==> src/logic/sbcs_pkg.sv <==
`default_nettype none
package sbcs_pkg;

   ////////////////////////////////////////////////////////////////////////
   // Frame layout
   localparam int FRAME_W    = 16;
   localparam int ADDR_MSB   = 15;
   localparam int ADDR_LSB   = 10;
   localparam int RW_MSB     = 9;
   localparam int RW_LSB     = 8;
   localparam int PAR_MSB    = 7;
   localparam int PAR_LSB    = 4;
   localparam int DATA_MSB   = 3;
   localparam int DATA_LSB   = 0;
   localparam logic [3:0] HEAD_LAST  = 4'h7;
   localparam logic [3:0] FRAME_LAST = 4'hf;
   localparam logic [1:0] RW_WRITE   = 2'h3;
   localparam logic [1:0] RW_READ    = 2'h0;

   ////////////////////////////////////////////////////////////////////////
   // Register offsets
   localparam logic [5:0] OFS_MODE_CONTROL  = 6'h00;
   localparam logic [5:0] OFS_MODE_CONFIRM  = 6'h03;
   localparam logic [5:0] OFS_SUPPLY_CTRL   = 6'h05;
   localparam logic [5:0] OFS_WAKE_TIMING   = 6'h06;
   localparam logic [5:0] OFS_WDOG_PERIOD   = 6'h09;
   localparam logic [5:0] OFS_GND_MONITOR   = 6'h0a;
   localparam logic [5:0] OFS_FRAME_ERROR   = 6'h30;

   ////////////////////////////////////////////////////////////////////////
   // Field positions
   localparam int SUP_ON_BIT     = 0;
   localparam int SUP_CYCLIC_BIT = 1;
   localparam int SUP_FORCED_BIT = 2;
   localparam int SUP_LINKED_BIT = 3;
   localparam int GND_SHIFT_BIT  = 2;
   localparam int GND_TRANSMIT_STUCK_DOMINANT_BIT  = 3;

   ////////////////////////////////////////////////////////////////////////
   // Reset values
   localparam logic [2:0] MODE_CTRL_RST   = 3'h0;
   localparam logic [3:0] SUPPLY_RST      = 4'h8;
   localparam logic [2:0] WAKE_TIMING_RST = 3'h0;
   localparam logic [2:0] WDOG_PERIOD_RST = 3'h0;
   localparam logic [1:0] GND_THRESH_RST  = 2'h0;

   ////////////////////////////////////////////////////////////////////////
   // Timing
   localparam int CLK_PERIOD_NS = 10;
   localparam int MS_TIME_NS    = 1000000;
   localparam int MS_CYCLES     = MS_TIME_NS / CLK_PERIOD_NS;
   localparam int DIV_W         = 17;

   typedef enum logic [2:0]
   {
      SBCS_NORMAL_REQ = 3'b000,
      SBCS_NORMAL     = 3'b001,
      SBCS_STANDBY    = 3'b010,
      SBCS_SLEEP      = 3'b100,
      SBCS_EMERGENCY  = 3'b111
   } sbcs_mode_t;

   // Parity over a data nibble
   function automatic logic [3:0] sbcs_parity(input logic [3:0] d);
      sbcs_parity = {d[3] ^ d[0], d[3] ^ d[2], d[2] ^ d[1], d[1] ^ d[0]};
   endfunction

   // Watchdog period in ms
   function automatic logic [7:0] sbcs_wdog_ms(input logic [2:0] sel);
      case (sel)
         3'h0:    sbcs_wdog_ms = 8'h05;
         3'h1:    sbcs_wdog_ms = 8'h0a;
         3'h2:    sbcs_wdog_ms = 8'h14;
         3'h3:    sbcs_wdog_ms = 8'h21;
         3'h4:    sbcs_wdog_ms = 8'h32;
         3'h5:    sbcs_wdog_ms = 8'h4b;
         3'h6:    sbcs_wdog_ms = 8'h64;
         default: sbcs_wdog_ms = 8'hc8;
      endcase
   endfunction

endpackage
`default_nettype wire

==> src/logic/sbcs_frame_if.sv <==
`default_nettype none
interface sbcs_frame_if;
   logic        enable;
   logic        cs_fall;
   logic        head_done;
   logic        frame_done;
   logic        frame_abort;
   logic [15:0] frame_word;
   logic        reply_load;
   logic [7:0]  reply_byte;

   modport shifter
   (
      input  enable,
      input  reply_load,
      input  reply_byte,
      output cs_fall,
      output head_done,
      output frame_done,
      output frame_abort,
      output frame_word
   );

   modport bank
   (
      output enable,
      output reply_load,
      output reply_byte,
      input  cs_fall,
      input  head_done,
      input  frame_done,
      input  frame_abort,
      input  frame_word
   );
endinterface
`default_nettype wire

==> src/logic/sbcs_bank_top.sv <==
// Summary of operation
// - Parity bits are XORs of data bit pairs; device recomputes and compares.
// - Write data lands only when recomputed parity matches received parity.
// - Bad parity or address discards data, keeps registers, sets error flag.
// - Address and R/W codes chosen so any single flipped bit is invalid.
// - Mode changes only when control and confirm registers hold equal codes.
// - Reset clears both mode registers and enters normal-request mode.
// - Codes 001 normal, 010 stand-by, 100 sleep, 111 emergency; read status.
// - Supply bit 0 switches output in normal/stand-by if cyclic, forced off.
// - Bit 1 cyclic sense in stand-by/sleep, bit 2 forced wake in sleep; cyclic wins.
// - Bit 3 links wake inputs to switched output; resets to one.
// - Supply control register returns to reset value under reset.
// - Three-bit wake period select, 32 ms to 8192 ms, default 32 ms.
// - Wake timing register cleared to default under reset.
// - Three-bit watchdog period select, 5 ms to 200 ms, default 5 ms.
// - Watchdog trigger accepted only in second half of the period.
// - Watchdog runs only in normal and stand-by modes.
// - Watchdog period register cleared to default under reset.
// - Ground register: threshold 1..0, shift flag bit 2, stuck flag bit 3.
// - Frame: address 15..10, R/W 9..8, parity 7..4, data 3..0.
// - Serial access only in normal-request, normal, stand-by modes.
// - MSB first; sample on fall, drive on rise; output off when deselected.
`default_nettype none
module sbcs_bank_top
#(
   parameter int unsigned MS_CYCLES = sbcs_pkg::MS_CYCLES
)
(
   // Clock and reset
   input  wire logic       MCLK,
   input  wire logic       RST_N,
   // Serial link
   input  wire logic       SCLK,
   input  wire logic       CS_N,
   input  wire logic       MOSI,
   output logic            MISO,
   output logic            MISO_OE,
   // Monitor inputs
   input  wire logic       GND_SHIFT,
   input  wire logic       TX_STUCK,
   // Mode and supply outputs
   output logic [2:0]      MODE,
   output logic            SWITCHED_OUTPUT_ON,
   output logic            CYCLIC_SENSE_ON,
   output logic            FORCED_WAKE_ON,
   output logic            WAKE_INPUTS_LINKED,
   output logic [2:0]      WAKE_PERIOD_SEL,
   output logic [1:0]      GND_THRESHOLD,
   // Events
   output logic            WDOG_RESET,
   output logic            SPI_WAKE,
   output logic            FRAME_ERROR
);
   import sbcs_pkg::*;

   sbcs_frame_if fr ();

   sbcs_mode_t  mode_q;
   logic [2:0]  mode_ctrl_q;
   logic [2:0]  mode_conf_q;
   logic [3:0]  supply_q;
   logic [2:0]  wake_tim_q;
   logic [2:0]  wdog_sel_q;
   logic [1:0]  gnd_thr_q;
   logic [1:0]  gnd_sync_q;
   logic [1:0]  txd_sync_q;
   logic        shift_q;
   logic        err_q;
   logic [5:0]  head_addr_q;
   logic        wd_expire;

   logic [5:0]  f_addr;
   logic [1:0]  f_rw;
   logic [3:0]  f_par;
   logic [3:0]  f_data;
   logic        f_ok;
   logic        f_wr;
   logic        f_rd;
   logic        f_err;
   logic [3:0]  rd_data;
   logic        mode_code_ok;

   ////////////////////////////////////////////////////////////////////////
   // Address and code checks
   function automatic logic addr_known(input logic [5:0] a);
      case (a)
         OFS_MODE_CONTROL,
         OFS_MODE_CONFIRM,
         OFS_SUPPLY_CTRL,
         OFS_WAKE_TIMING,
         OFS_WDOG_PERIOD,
         OFS_GND_MONITOR,
         OFS_FRAME_ERROR: addr_known = 1'b1;
         default:         addr_known = 1'b0;
      endcase
   endfunction

   assign f_addr = fr.frame_word[ADDR_MSB:ADDR_LSB];
   assign f_rw   = fr.frame_word[RW_MSB:RW_LSB];
   assign f_par  = fr.frame_word[PAR_MSB:PAR_LSB];
   assign f_data = fr.frame_word[DATA_MSB:DATA_LSB];

   // Valid offsets all have even weight, so one flipped bit is unknown
   assign f_ok  = (sbcs_parity(f_data) == f_par)
                & addr_known(f_addr)
                & ((f_rw == RW_WRITE) | (f_rw == RW_READ));
   assign f_wr  = fr.frame_done & f_ok & (f_rw == RW_WRITE);
   assign f_rd  = fr.frame_done & f_ok & (f_rw == RW_READ);
   assign f_err = (fr.frame_done & ~f_ok) | fr.frame_abort;

   assign mode_code_ok = (f_data[2:0] == SBCS_NORMAL)
                       | (f_data[2:0] == SBCS_STANDBY)
                       | (f_data[2:0] == SBCS_SLEEP)
                       | (f_data[2:0] == SBCS_EMERGENCY);

   ////////////////////////////////////////////////////////////////////////
   // Read path, loaded after the address byte
   always_comb
   begin
      case (fr.frame_word[7:2])
         OFS_MODE_CONTROL,
         OFS_MODE_CONFIRM: rd_data = {1'b0, mode_q};
         OFS_SUPPLY_CTRL:  rd_data = supply_q;
         OFS_WAKE_TIMING:  rd_data = {1'b0, wake_tim_q};
         OFS_WDOG_PERIOD:  rd_data = {1'b0, wdog_sel_q};
         OFS_GND_MONITOR:  rd_data = {txd_sync_q[1], shift_q,
                                      gnd_thr_q};
         OFS_FRAME_ERROR:  rd_data = {3'h0, err_q};
         default:          rd_data = 4'h0;
      endcase
   end

   assign fr.enable     = (mode_q != SBCS_SLEEP)
                        & (mode_q != SBCS_EMERGENCY);
   assign fr.reply_load = fr.head_done
                        & (fr.frame_word[1:0] == RW_READ)
                        & addr_known(fr.frame_word[7:2]);
   assign fr.reply_byte = {sbcs_parity(rd_data), rd_data};

   always_ff @(posedge MCLK or negedge RST_N)
   begin
      if (!RST_N)
         head_addr_q <= 6'h00;
      else if (fr.head_done)
         head_addr_q <= fr.frame_word[7:2];
   end

   ////////////////////////////////////////////////////////////////////////
   // Mode registers
   always_ff @(posedge MCLK or negedge RST_N)
   begin
      if (!RST_N)
      begin
         mode_ctrl_q <= MODE_CTRL_RST;
         mode_conf_q <= MODE_CTRL_RST;
         mode_q      <= SBCS_NORMAL_REQ;
      end
      else if (f_wr && mode_code_ok)
      begin
         if (f_addr == OFS_MODE_CONTROL)
            mode_ctrl_q <= f_data[2:0];
         else if (f_addr == OFS_MODE_CONFIRM)
         begin
            mode_conf_q <= f_data[2:0];
            if (f_data[2:0] == mode_ctrl_q)
               mode_q <= sbcs_mode_t'(f_data[2:0]);
         end
      end
   end

   ////////////////////////////////////////////////////////////////////////
   // Configuration registers
   always_ff @(posedge MCLK or negedge RST_N)
   begin
      if (!RST_N)
      begin
         supply_q   <= SUPPLY_RST;
         wake_tim_q <= WAKE_TIMING_RST;
         wdog_sel_q <= WDOG_PERIOD_RST;
         gnd_thr_q  <= GND_THRESH_RST;
      end
      else if (f_wr)
      begin
         case (f_addr)
            OFS_SUPPLY_CTRL: supply_q   <= f_data;
            OFS_WAKE_TIMING: wake_tim_q <= f_data[2:0];
            OFS_WDOG_PERIOD: wdog_sel_q <= f_data[2:0];
            OFS_GND_MONITOR: gnd_thr_q  <= f_data[1:0];
            default:         gnd_thr_q  <= gnd_thr_q;
         endcase
      end
   end

   ////////////////////////////////////////////////////////////////////////
   // Status flags; a new event beats the clear by read
   always_ff @(posedge MCLK or negedge RST_N)
   begin
      if (!RST_N)
      begin
         gnd_sync_q <= 2'h0;
         txd_sync_q <= 2'h0;
         shift_q    <= 1'b0;
         err_q      <= 1'b0;
      end
      else
      begin
         gnd_sync_q <= {gnd_sync_q[0], GND_SHIFT};
         txd_sync_q <= {txd_sync_q[0], TX_STUCK};
         if (gnd_sync_q[1])
            shift_q <= 1'b1;
         else if (f_rd && f_addr == OFS_GND_MONITOR)
            shift_q <= 1'b0;
         if (f_err)
            err_q <= 1'b1;
         else if (f_rd && f_addr == OFS_FRAME_ERROR)
            err_q <= 1'b0;
      end
   end

   ////////////////////////////////////////////////////////////////////////
   // Watchdog, triggered by a valid write of its period register
   sbcs_window_wdog #(.MS_CYCLES(MS_CYCLES)) u_wdog
   (
      .clk         (MCLK),
      .rst_n       (RST_N),
      .run         ((mode_q == SBCS_NORMAL) |
                    (mode_q == SBCS_STANDBY)),
      .period_sel  (wdog_sel_q),
      .trigger     (f_wr & (f_addr == OFS_WDOG_PERIOD)),
      .expire      (wd_expire),
      .window_open ()
   );

   sbcs_spi_shift u_spi
   (
      .clk     (MCLK),
      .rst_n   (RST_N),
      .sclk    (SCLK),
      .cs_n    (CS_N),
      .mosi    (MOSI),
      .miso    (MISO),
      .miso_oe (MISO_OE),
      .fr      (fr)
   );

   ////////////////////////////////////////////////////////////////////////
   // Registered outputs
   always_ff @(posedge MCLK or negedge RST_N)
   begin
      if (!RST_N)
      begin
         MODE               <= SBCS_NORMAL_REQ;
         SWITCHED_OUTPUT_ON <= 1'b0;
         CYCLIC_SENSE_ON    <= 1'b0;
         FORCED_WAKE_ON     <= 1'b0;
         WAKE_INPUTS_LINKED <= 1'b1;
         WAKE_PERIOD_SEL    <= WAKE_TIMING_RST;
         GND_THRESHOLD      <= GND_THRESH_RST;
         WDOG_RESET         <= 1'b0;
         SPI_WAKE           <= 1'b0;
         FRAME_ERROR        <= 1'b0;
      end
      else
      begin
         MODE               <= mode_q;
         SWITCHED_OUTPUT_ON <= ((mode_q == SBCS_NORMAL) |
                                (mode_q == SBCS_STANDBY))
                             & supply_q[SUP_ON_BIT]
                             & ~supply_q[SUP_CYCLIC_BIT]
                             & ~supply_q[SUP_FORCED_BIT];
         CYCLIC_SENSE_ON    <= ((mode_q == SBCS_STANDBY) |
                                (mode_q == SBCS_SLEEP))
                             & supply_q[SUP_CYCLIC_BIT];
         FORCED_WAKE_ON     <= (mode_q == SBCS_SLEEP)
                             & supply_q[SUP_FORCED_BIT]
                             & ~supply_q[SUP_CYCLIC_BIT];
         WAKE_INPUTS_LINKED <= supply_q[SUP_LINKED_BIT];
         WAKE_PERIOD_SEL    <= wake_tim_q;
         GND_THRESHOLD      <= gnd_thr_q;
         WDOG_RESET         <= wd_expire;
         SPI_WAKE           <= fr.cs_fall & (mode_q == SBCS_SLEEP);
         FRAME_ERROR        <= err_q;
      end
   end

endmodule
`default_nettype wire

==> src/logic/sbcs_spi_shift.sv <==
`default_nettype none
module sbcs_spi_shift
(
   // Clock and reset
   input  wire logic        clk,
   input  wire logic        rst_n,
   // Serial pins
   input  wire logic        sclk,
   input  wire logic        cs_n,
   input  wire logic        mosi,
   output logic             miso,
   output logic             miso_oe,
   // Frame side
   sbcs_frame_if.shifter    fr
);
   import sbcs_pkg::*;

   logic [2:0]  sclk_q;
   logic [2:0]  cs_q;
   logic [1:0]  mosi_q;
   logic [3:0]  bit_cnt_q;
   logic [15:0] rx_q;
   logic [15:0] tx_q;
   logic [15:0] last_q;
   logic        head_q;
   logic        frame_q;
   logic        abort_q;
   logic        csf_q;
   logic        sclk_fall;
   logic        sclk_rise;
   logic        cs_fall;
   logic        cs_rise;
   logic        live;

   ////////////////////////////////////////////////////////////////////////
   // Pin synchronisers
   always_ff @(posedge clk or negedge rst_n)
   begin
      if (!rst_n)
      begin
         sclk_q <= 3'h0;
         cs_q   <= 3'h7;
         mosi_q <= 2'h0;
      end
      else
      begin
         sclk_q <= {sclk_q[1:0], sclk};
         cs_q   <= {cs_q[1:0], cs_n};
         mosi_q <= {mosi_q[0], mosi};
      end
   end

   assign sclk_fall = sclk_q[2] & ~sclk_q[1];
   assign sclk_rise = ~sclk_q[2] & sclk_q[1];
   assign cs_fall   = cs_q[2] & ~cs_q[1];
   assign cs_rise   = ~cs_q[2] & cs_q[1];
   assign live      = ~cs_q[1] & fr.enable;

   ////////////////////////////////////////////////////////////////////////
   // Receive on falling edge, MSB first
   always_ff @(posedge clk or negedge rst_n)
   begin
      if (!rst_n)
      begin
         rx_q      <= 16'h0000;
         bit_cnt_q <= 4'h0;
      end
      else if (cs_fall)
      begin
         bit_cnt_q <= 4'h0;
      end
      else if (live && sclk_fall)
      begin
         rx_q      <= {rx_q[14:0], mosi_q[1]};
         bit_cnt_q <= bit_cnt_q + 4'h1;
      end
   end

   always_ff @(posedge clk or negedge rst_n)
   begin
      if (!rst_n)
      begin
         head_q  <= 1'b0;
         frame_q <= 1'b0;
         abort_q <= 1'b0;
         csf_q   <= 1'b0;
         last_q  <= 16'h0000;
      end
      else
      begin
         head_q  <= live & sclk_fall & (bit_cnt_q == HEAD_LAST);
         frame_q <= live & sclk_fall & (bit_cnt_q == FRAME_LAST);
         abort_q <= cs_rise & fr.enable & (bit_cnt_q != 4'h0);
         csf_q   <= cs_fall;
         if (frame_q)
            last_q <= rx_q;
      end
   end

   assign fr.head_done   = head_q;
   assign fr.frame_done  = frame_q;
   assign fr.frame_abort = abort_q;
   assign fr.frame_word  = rx_q;
   assign fr.cs_fall     = csf_q;

   ////////////////////////////////////////////////////////////////////////
   // Transmit on rising edge; read data replaces the second byte
   always_ff @(posedge clk or negedge rst_n)
   begin
      if (!rst_n)
      begin
         tx_q    <= 16'h0000;
         miso    <= 1'b0;
         miso_oe <= 1'b0;
      end
      else
      begin
         miso_oe <= live;
         if (cs_fall && live && sclk_rise)
         begin
            // First rising edge may be seen together with the select edge
            tx_q <= {last_q[14:0], 1'b0};
            miso <= last_q[15];
         end
         else if (cs_fall)
            tx_q <= last_q;
         else if (fr.reply_load)
            tx_q[15:8] <= fr.reply_byte;
         else if (live && sclk_rise)
         begin
            tx_q <= {tx_q[14:0], 1'b0};
            miso <= tx_q[15];
         end
      end
   end

endmodule
`default_nettype wire

==> src/logic/sbcs_window_wdog.sv <==
`default_nettype none
module sbcs_window_wdog
#(
   parameter int unsigned MS_CYCLES = sbcs_pkg::MS_CYCLES
)
(
   // Clock and reset
   input  wire logic       clk,
   input  wire logic       rst_n,
   // Control
   input  wire logic       run,
   input  wire logic [2:0] period_sel,
   input  wire logic       trigger,
   // Status
   output logic            expire,
   output logic            window_open
);
   import sbcs_pkg::*;

   logic [DIV_W-1:0] div_q;
   logic [7:0]       ms_q;
   logic [7:0]       period;
   logic [7:0]       half;
   logic             tick;

   assign period = sbcs_wdog_ms(period_sel);
   assign half   = {1'b0, period[7:1]};
   assign tick   = (div_q == DIV_W'(MS_CYCLES - 1));

   ////////////////////////////////////////////////////////////////////////
   // Millisecond divider and window counter
   always_ff @(posedge clk or negedge rst_n)
   begin
      if (!rst_n)
      begin
         div_q       <= '0;
         ms_q        <= 8'h00;
         expire      <= 1'b0;
         window_open <= 1'b0;
      end
      else if (!run)
      begin
         div_q       <= '0;
         ms_q        <= 8'h00;
         expire      <= 1'b0;
         window_open <= 1'b0;
      end
      else
      begin
         window_open <= (ms_q >= half);
         if (trigger)
         begin
            div_q  <= '0;
            ms_q   <= 8'h00;
            expire <= (ms_q < half);
         end
         else if (tick)
         begin
            div_q <= '0;
            if (ms_q + 8'h01 >= period)
            begin
               ms_q   <= 8'h00;
               expire <= 1'b1;
            end
            else
            begin
               ms_q   <= ms_q + 8'h01;
               expire <= 1'b0;
            end
         end
         else
         begin
            div_q  <= div_q + DIV_W'(1);
            expire <= 1'b0;
         end
      end
   end

endmodule
`default_nettype wire

==> config.mk <==
export PLATFORM = sky130hd
export DESIGN_NAME = sbcs_bank_top
export DESIGN_NICKNAME = d
export VERILOG_FILES = /design/src/logic/sbcs_pkg.sv /design/src/logic/sbcs_frame_if.sv /design/src/logic/sbcs_bank_top.sv /design/src/logic/sbcs_spi_shift.sv /design/src/logic/sbcs_window_wdog.sv
export SDC_FILE = /design/constraint.sdc
export NUM_CORES = 1
export LEC_CHECK = 0
export BUFFER_PORTS_ARGS = -buffer_cell sky130_fd_sc_hd__buf_2
export CAP_MARGIN = 10
export CELL_PAD_IN_SITES_DETAIL_PLACEMENT = 1
export CELL_PAD_IN_SITES_GLOBAL_PLACEMENT = 1
export CORE_ASPECT_RATIO = 0.75
export CORE_UTILIZATION = 50
export CTS_CLUSTER_DIAMETER = 60
export CTS_CLUSTER_SIZE = 14
export DETAILED_ROUTE_END_ITERATION = 6
export PLACE_DENSITY_LB_ADDON = 0.1
export REMOVE_ABC_BUFFERS = 1
export SLEW_MARGIN = 30
export SYNTH_ARGS = -nofsm -noshare
export SYNTH_HDL_FRONTEND = slang
export SYNTH_SLANG_ARGS = --single-unit
==> constraint.sdc <==
create_clock -name MCLK -period 6.6 [get_ports MCLK]
set_input_delay 1.32 -clock MCLK [delete_from_list [all_inputs] [get_ports MCLK]]
set_output_delay 1.32 -clock MCLK [all_outputs]
set_load 0.1 [all_outputs]
==> flow_summary.ini <==
[grt]
grtUsageMet3_pct = 4.68
busiest_layer = met2
use_met2_pct = 43.5
grt_pass1_vias = 4922
grt_util_all_layers_pct = 27.8
grt_pass1_wl_mm = 27.9
antenna_found_initial = 0
use_met1_pct = 39.9
grt_max_degree = 71
grt_overflow = 0

[timing]
finClkSkew_ns = 0.00489
rsz0062_at_grt = false
tightest_slew_ns = 0.893
holdWs_ns = 0.348
fmax_mhz = 308
hold_viol = 0
finalMaxSlewViolations = 0
setup_viol = 0
relSlewSlack_pct = 40.5
period_minus_slack_ns = 3.24
fin_crit_sh_pct = 49.2
setup_tns_ns = 0

[job]
maxCapViolations = 0

[synthesis]
synthArstFlopShare_pct = 100
ys_ff_latch = 131
synth.area.top_cells = dfrtp_1, mux2_2, ha_1, nand3_1, nand2_1
syn_inst = 595
ys_seq_area_share_pct = 50.7
ys_warn_count = 0
ys_types = 63
synth_top_area_share_pct = 48.6
avgSynthCellArea_um2 = 10.9
syn_area_um2 = 6480
synth_top_area_cell = dfrtp_1
synth_flop_cell = dfrtp_1
synth_edf_count = 0

[place]
place_hpwl_mm = 11.3
place.gp.congestion = 0.842
port_buffers = 23

[final_layout]
final_cell_mix = dfrtp_1, nand2_1, mux2_2, nor2_1, nand3_1
fillers = 1322
drive_gt1_share_pct = 19.5
syn_to_final_growth_pct = 13.4
final_nets = 644
final_util_pct = 58.9
antenna_cells = 0
final_common_cell = dfrtp_1

[pwr]
p_leak_nw = 3.38
p_sw_mw = 0.533
powerDensity_nw_per_um2 = 282
p_comb_share_pct = 9.5
power.share.clock_pct = 48.2
p_seq_share_pct = 42.2
ir_drop_mv = 0.200
p_int_mw = 1.54
swShare_pct = 25.7

[routing]
dr_total_vias = 4664
drtAntennaViolNets = 0
drtIter0Drc = 260
vias_per_cell = 5.92
wl_per_cell_um = 21.9
firstDrtPassIters = 4
wirelength_mm = 17.3
drcViolationCount = 0

[floorplanning]
die_area_um2 = 13400
placementRows = 35
dieWidth_um = 133
die_h_um = 101
core_um2 = 12500
initial_core_util_pct = 51.9
io_pins = 24

[clock_tree]
hold_buffers = 0
htree_levels = 4
cts.path.max_buffers = 2
cts.sinks = 131
cts_resized = 0
clock_latency_ns = 0.41
cts_tree = yes
cts_buffers = 17
root_buffer = clkbuf_16
cts_setup_buffers = 0
cts.clk_slew.worst_paths_ns = 0.06

[critical_path]
crit_arrival_ns = 3.55
startpoint_type = flop
required_ns = 6.91
worst-path-max-fanout = 21
crit_type = reg -> reg
cp-end-kind = flop

[hold_path]
min_path_type = reg -> reg

[outcome]
status = finished clean
==> critical path, cell delays in order, from the launching register on <==
cell	delay [ns]
dfrtp_1	0.64
inv_1	0.19
ha_1	0.33
xor2_1	0.27
nor4_4	0.10
a21oi_1	0.57
nand2_1	0.63
o21ai_0	0.39
==> cell type report <==
type | count | area [um2] | share of cell area (%)
clock buffers | 18 | 439 | 5.98
clock inverters | 14 | 186 | 2.54
inverters | 19 | 71.3 | 0.970
multi-input cells | 414 | 3010 | 41.0
flip-flops and latches | 131 | 3280 | 44.7
well taps | 166 | 208 | 2.83
repair buffers | 26 | 148 | 2.01
==> cell usage after synthesis (3+ instances only) <==
cell type  number
nand4_1         9
nor3_1          8
a21oi_1        10
dfrtp_1       126
nand3_1        37
o211ai_1        4
and3b_1         3
mux2_2         42
dfstp_2         5
nand3b_1        5
and4_1          3
a31oi_1        11
clkbuf_1       24
o31ai_1         4
a21o_1          9
and3_1          8
nand2_1        47
nor3b_1         4
buf_2           5
mux2i_1         8
xor2_1         18
xnor2_1        19
nor2_1         38
o22ai_1         6
nand2b_1        9
nor2b_1         3
inv_1          18
ha_1           28
and2_1          4
o21ai_0        29
mux2_4          3
or2_2           3
or3_1           5
==> state kept, by name (all words and copies together), names as in the netlist, 4 cells and up <==
signal / flops
u_wdog.div_q: 17
u_spi.fr.frame_word: 16
u_spi.last_q: 16
u_spi.tx_q: 16
u_wdog.ms_q: 8
supply_q: 4
u_spi.bit_cnt_q: 4
==> kinds of logic after synthesis <==
group	Yosys count	share of synthesized area, %
buf+inv	50	3.11
compound gates	97	9.94
flops	131	50.7
xor+xnor	39	5.69
simple gates	197	16.0
mux	53	9.22
fa+ha+maj	28	5.40
==> power by group through the flow <==
stage / Clock (mW) / Combinational [mW] / Sequential, mW
floorplan: 0 / 0.115 / 0.893
global placement: 0 / 0.185 / 0.883
detailed placement: 0 / 0.190 / 0.887
CTS: 1.01 / 0.195 / 0.873
global route: 1.05 / 0.215 / 0.878
finish: 0.999 / 0.197 / 0.874
==> path summary, 6_finish.rpt <==
| path | endpoint | depth (start not counted) | start | slack [ns] |
|---|---|---|---|---|
| min | u_spi.mosi_q[1]$_DFF_PN0_ | 0 | u_spi.mosi_q[0]$_DFF_PN0_ | 0.35 |
| min reg2reg | u_spi.mosi_q[1]$_DFF_PN0_ | 0 | u_spi.mosi_q[0]$_DFF_PN0_ | 0.35 |
| max | u_wdog.ms_q[6]$_DFFE_PN0P_ | 7 | u_spi.fr.frame_word[2]$_DFFE_PN0P_ | 3.36 |
| min in group asynchronous | u_wdog.ms_q[2]$_DFFE_PN0P_ | 1 | RST_N | 0.88 |
| max reg2reg | u_wdog.ms_q[6]$_DFFE_PN0P_ | 7 | u_spi.fr.frame_word[2]$_DFFE_PN0P_ | 3.36 |
| max in group asynchronous | u_spi.sclk_q[1]$_DFF_PN0_ | 2 | RST_N | 4.68 |
==> routing by layer <==
layer  wire, um  vias to the layer above  part of all wire [%]
met5          0                        -                     0
met4        185                        0                   1.1
met3        686                       17                   4.0
met2       8060                       90                    47
met1       8340                     2409                    48
li1           -                     2148                     -
==> stage by stage <==
| step | worst slack (ns) | instances | power, mW | area (um2) |
|---|---|---|---|---|
| floorplan | 3.31 | 564 | 1.01 | 6350 |
| global placement | 3.35 | 756 | 1.07 | 6710 |
| detailed placement | 3.30 | 756 | 1.08 | 6710 |
| CTS | 3.20 | 788 | 2.08 | 7330 |
| global route | 3.05 | 788 | 2.14 | 7350 |
| finish | 3.36 | 788 | 2.07 | 7350 |
No activity file was read; power rests on OpenSTA's default activity.
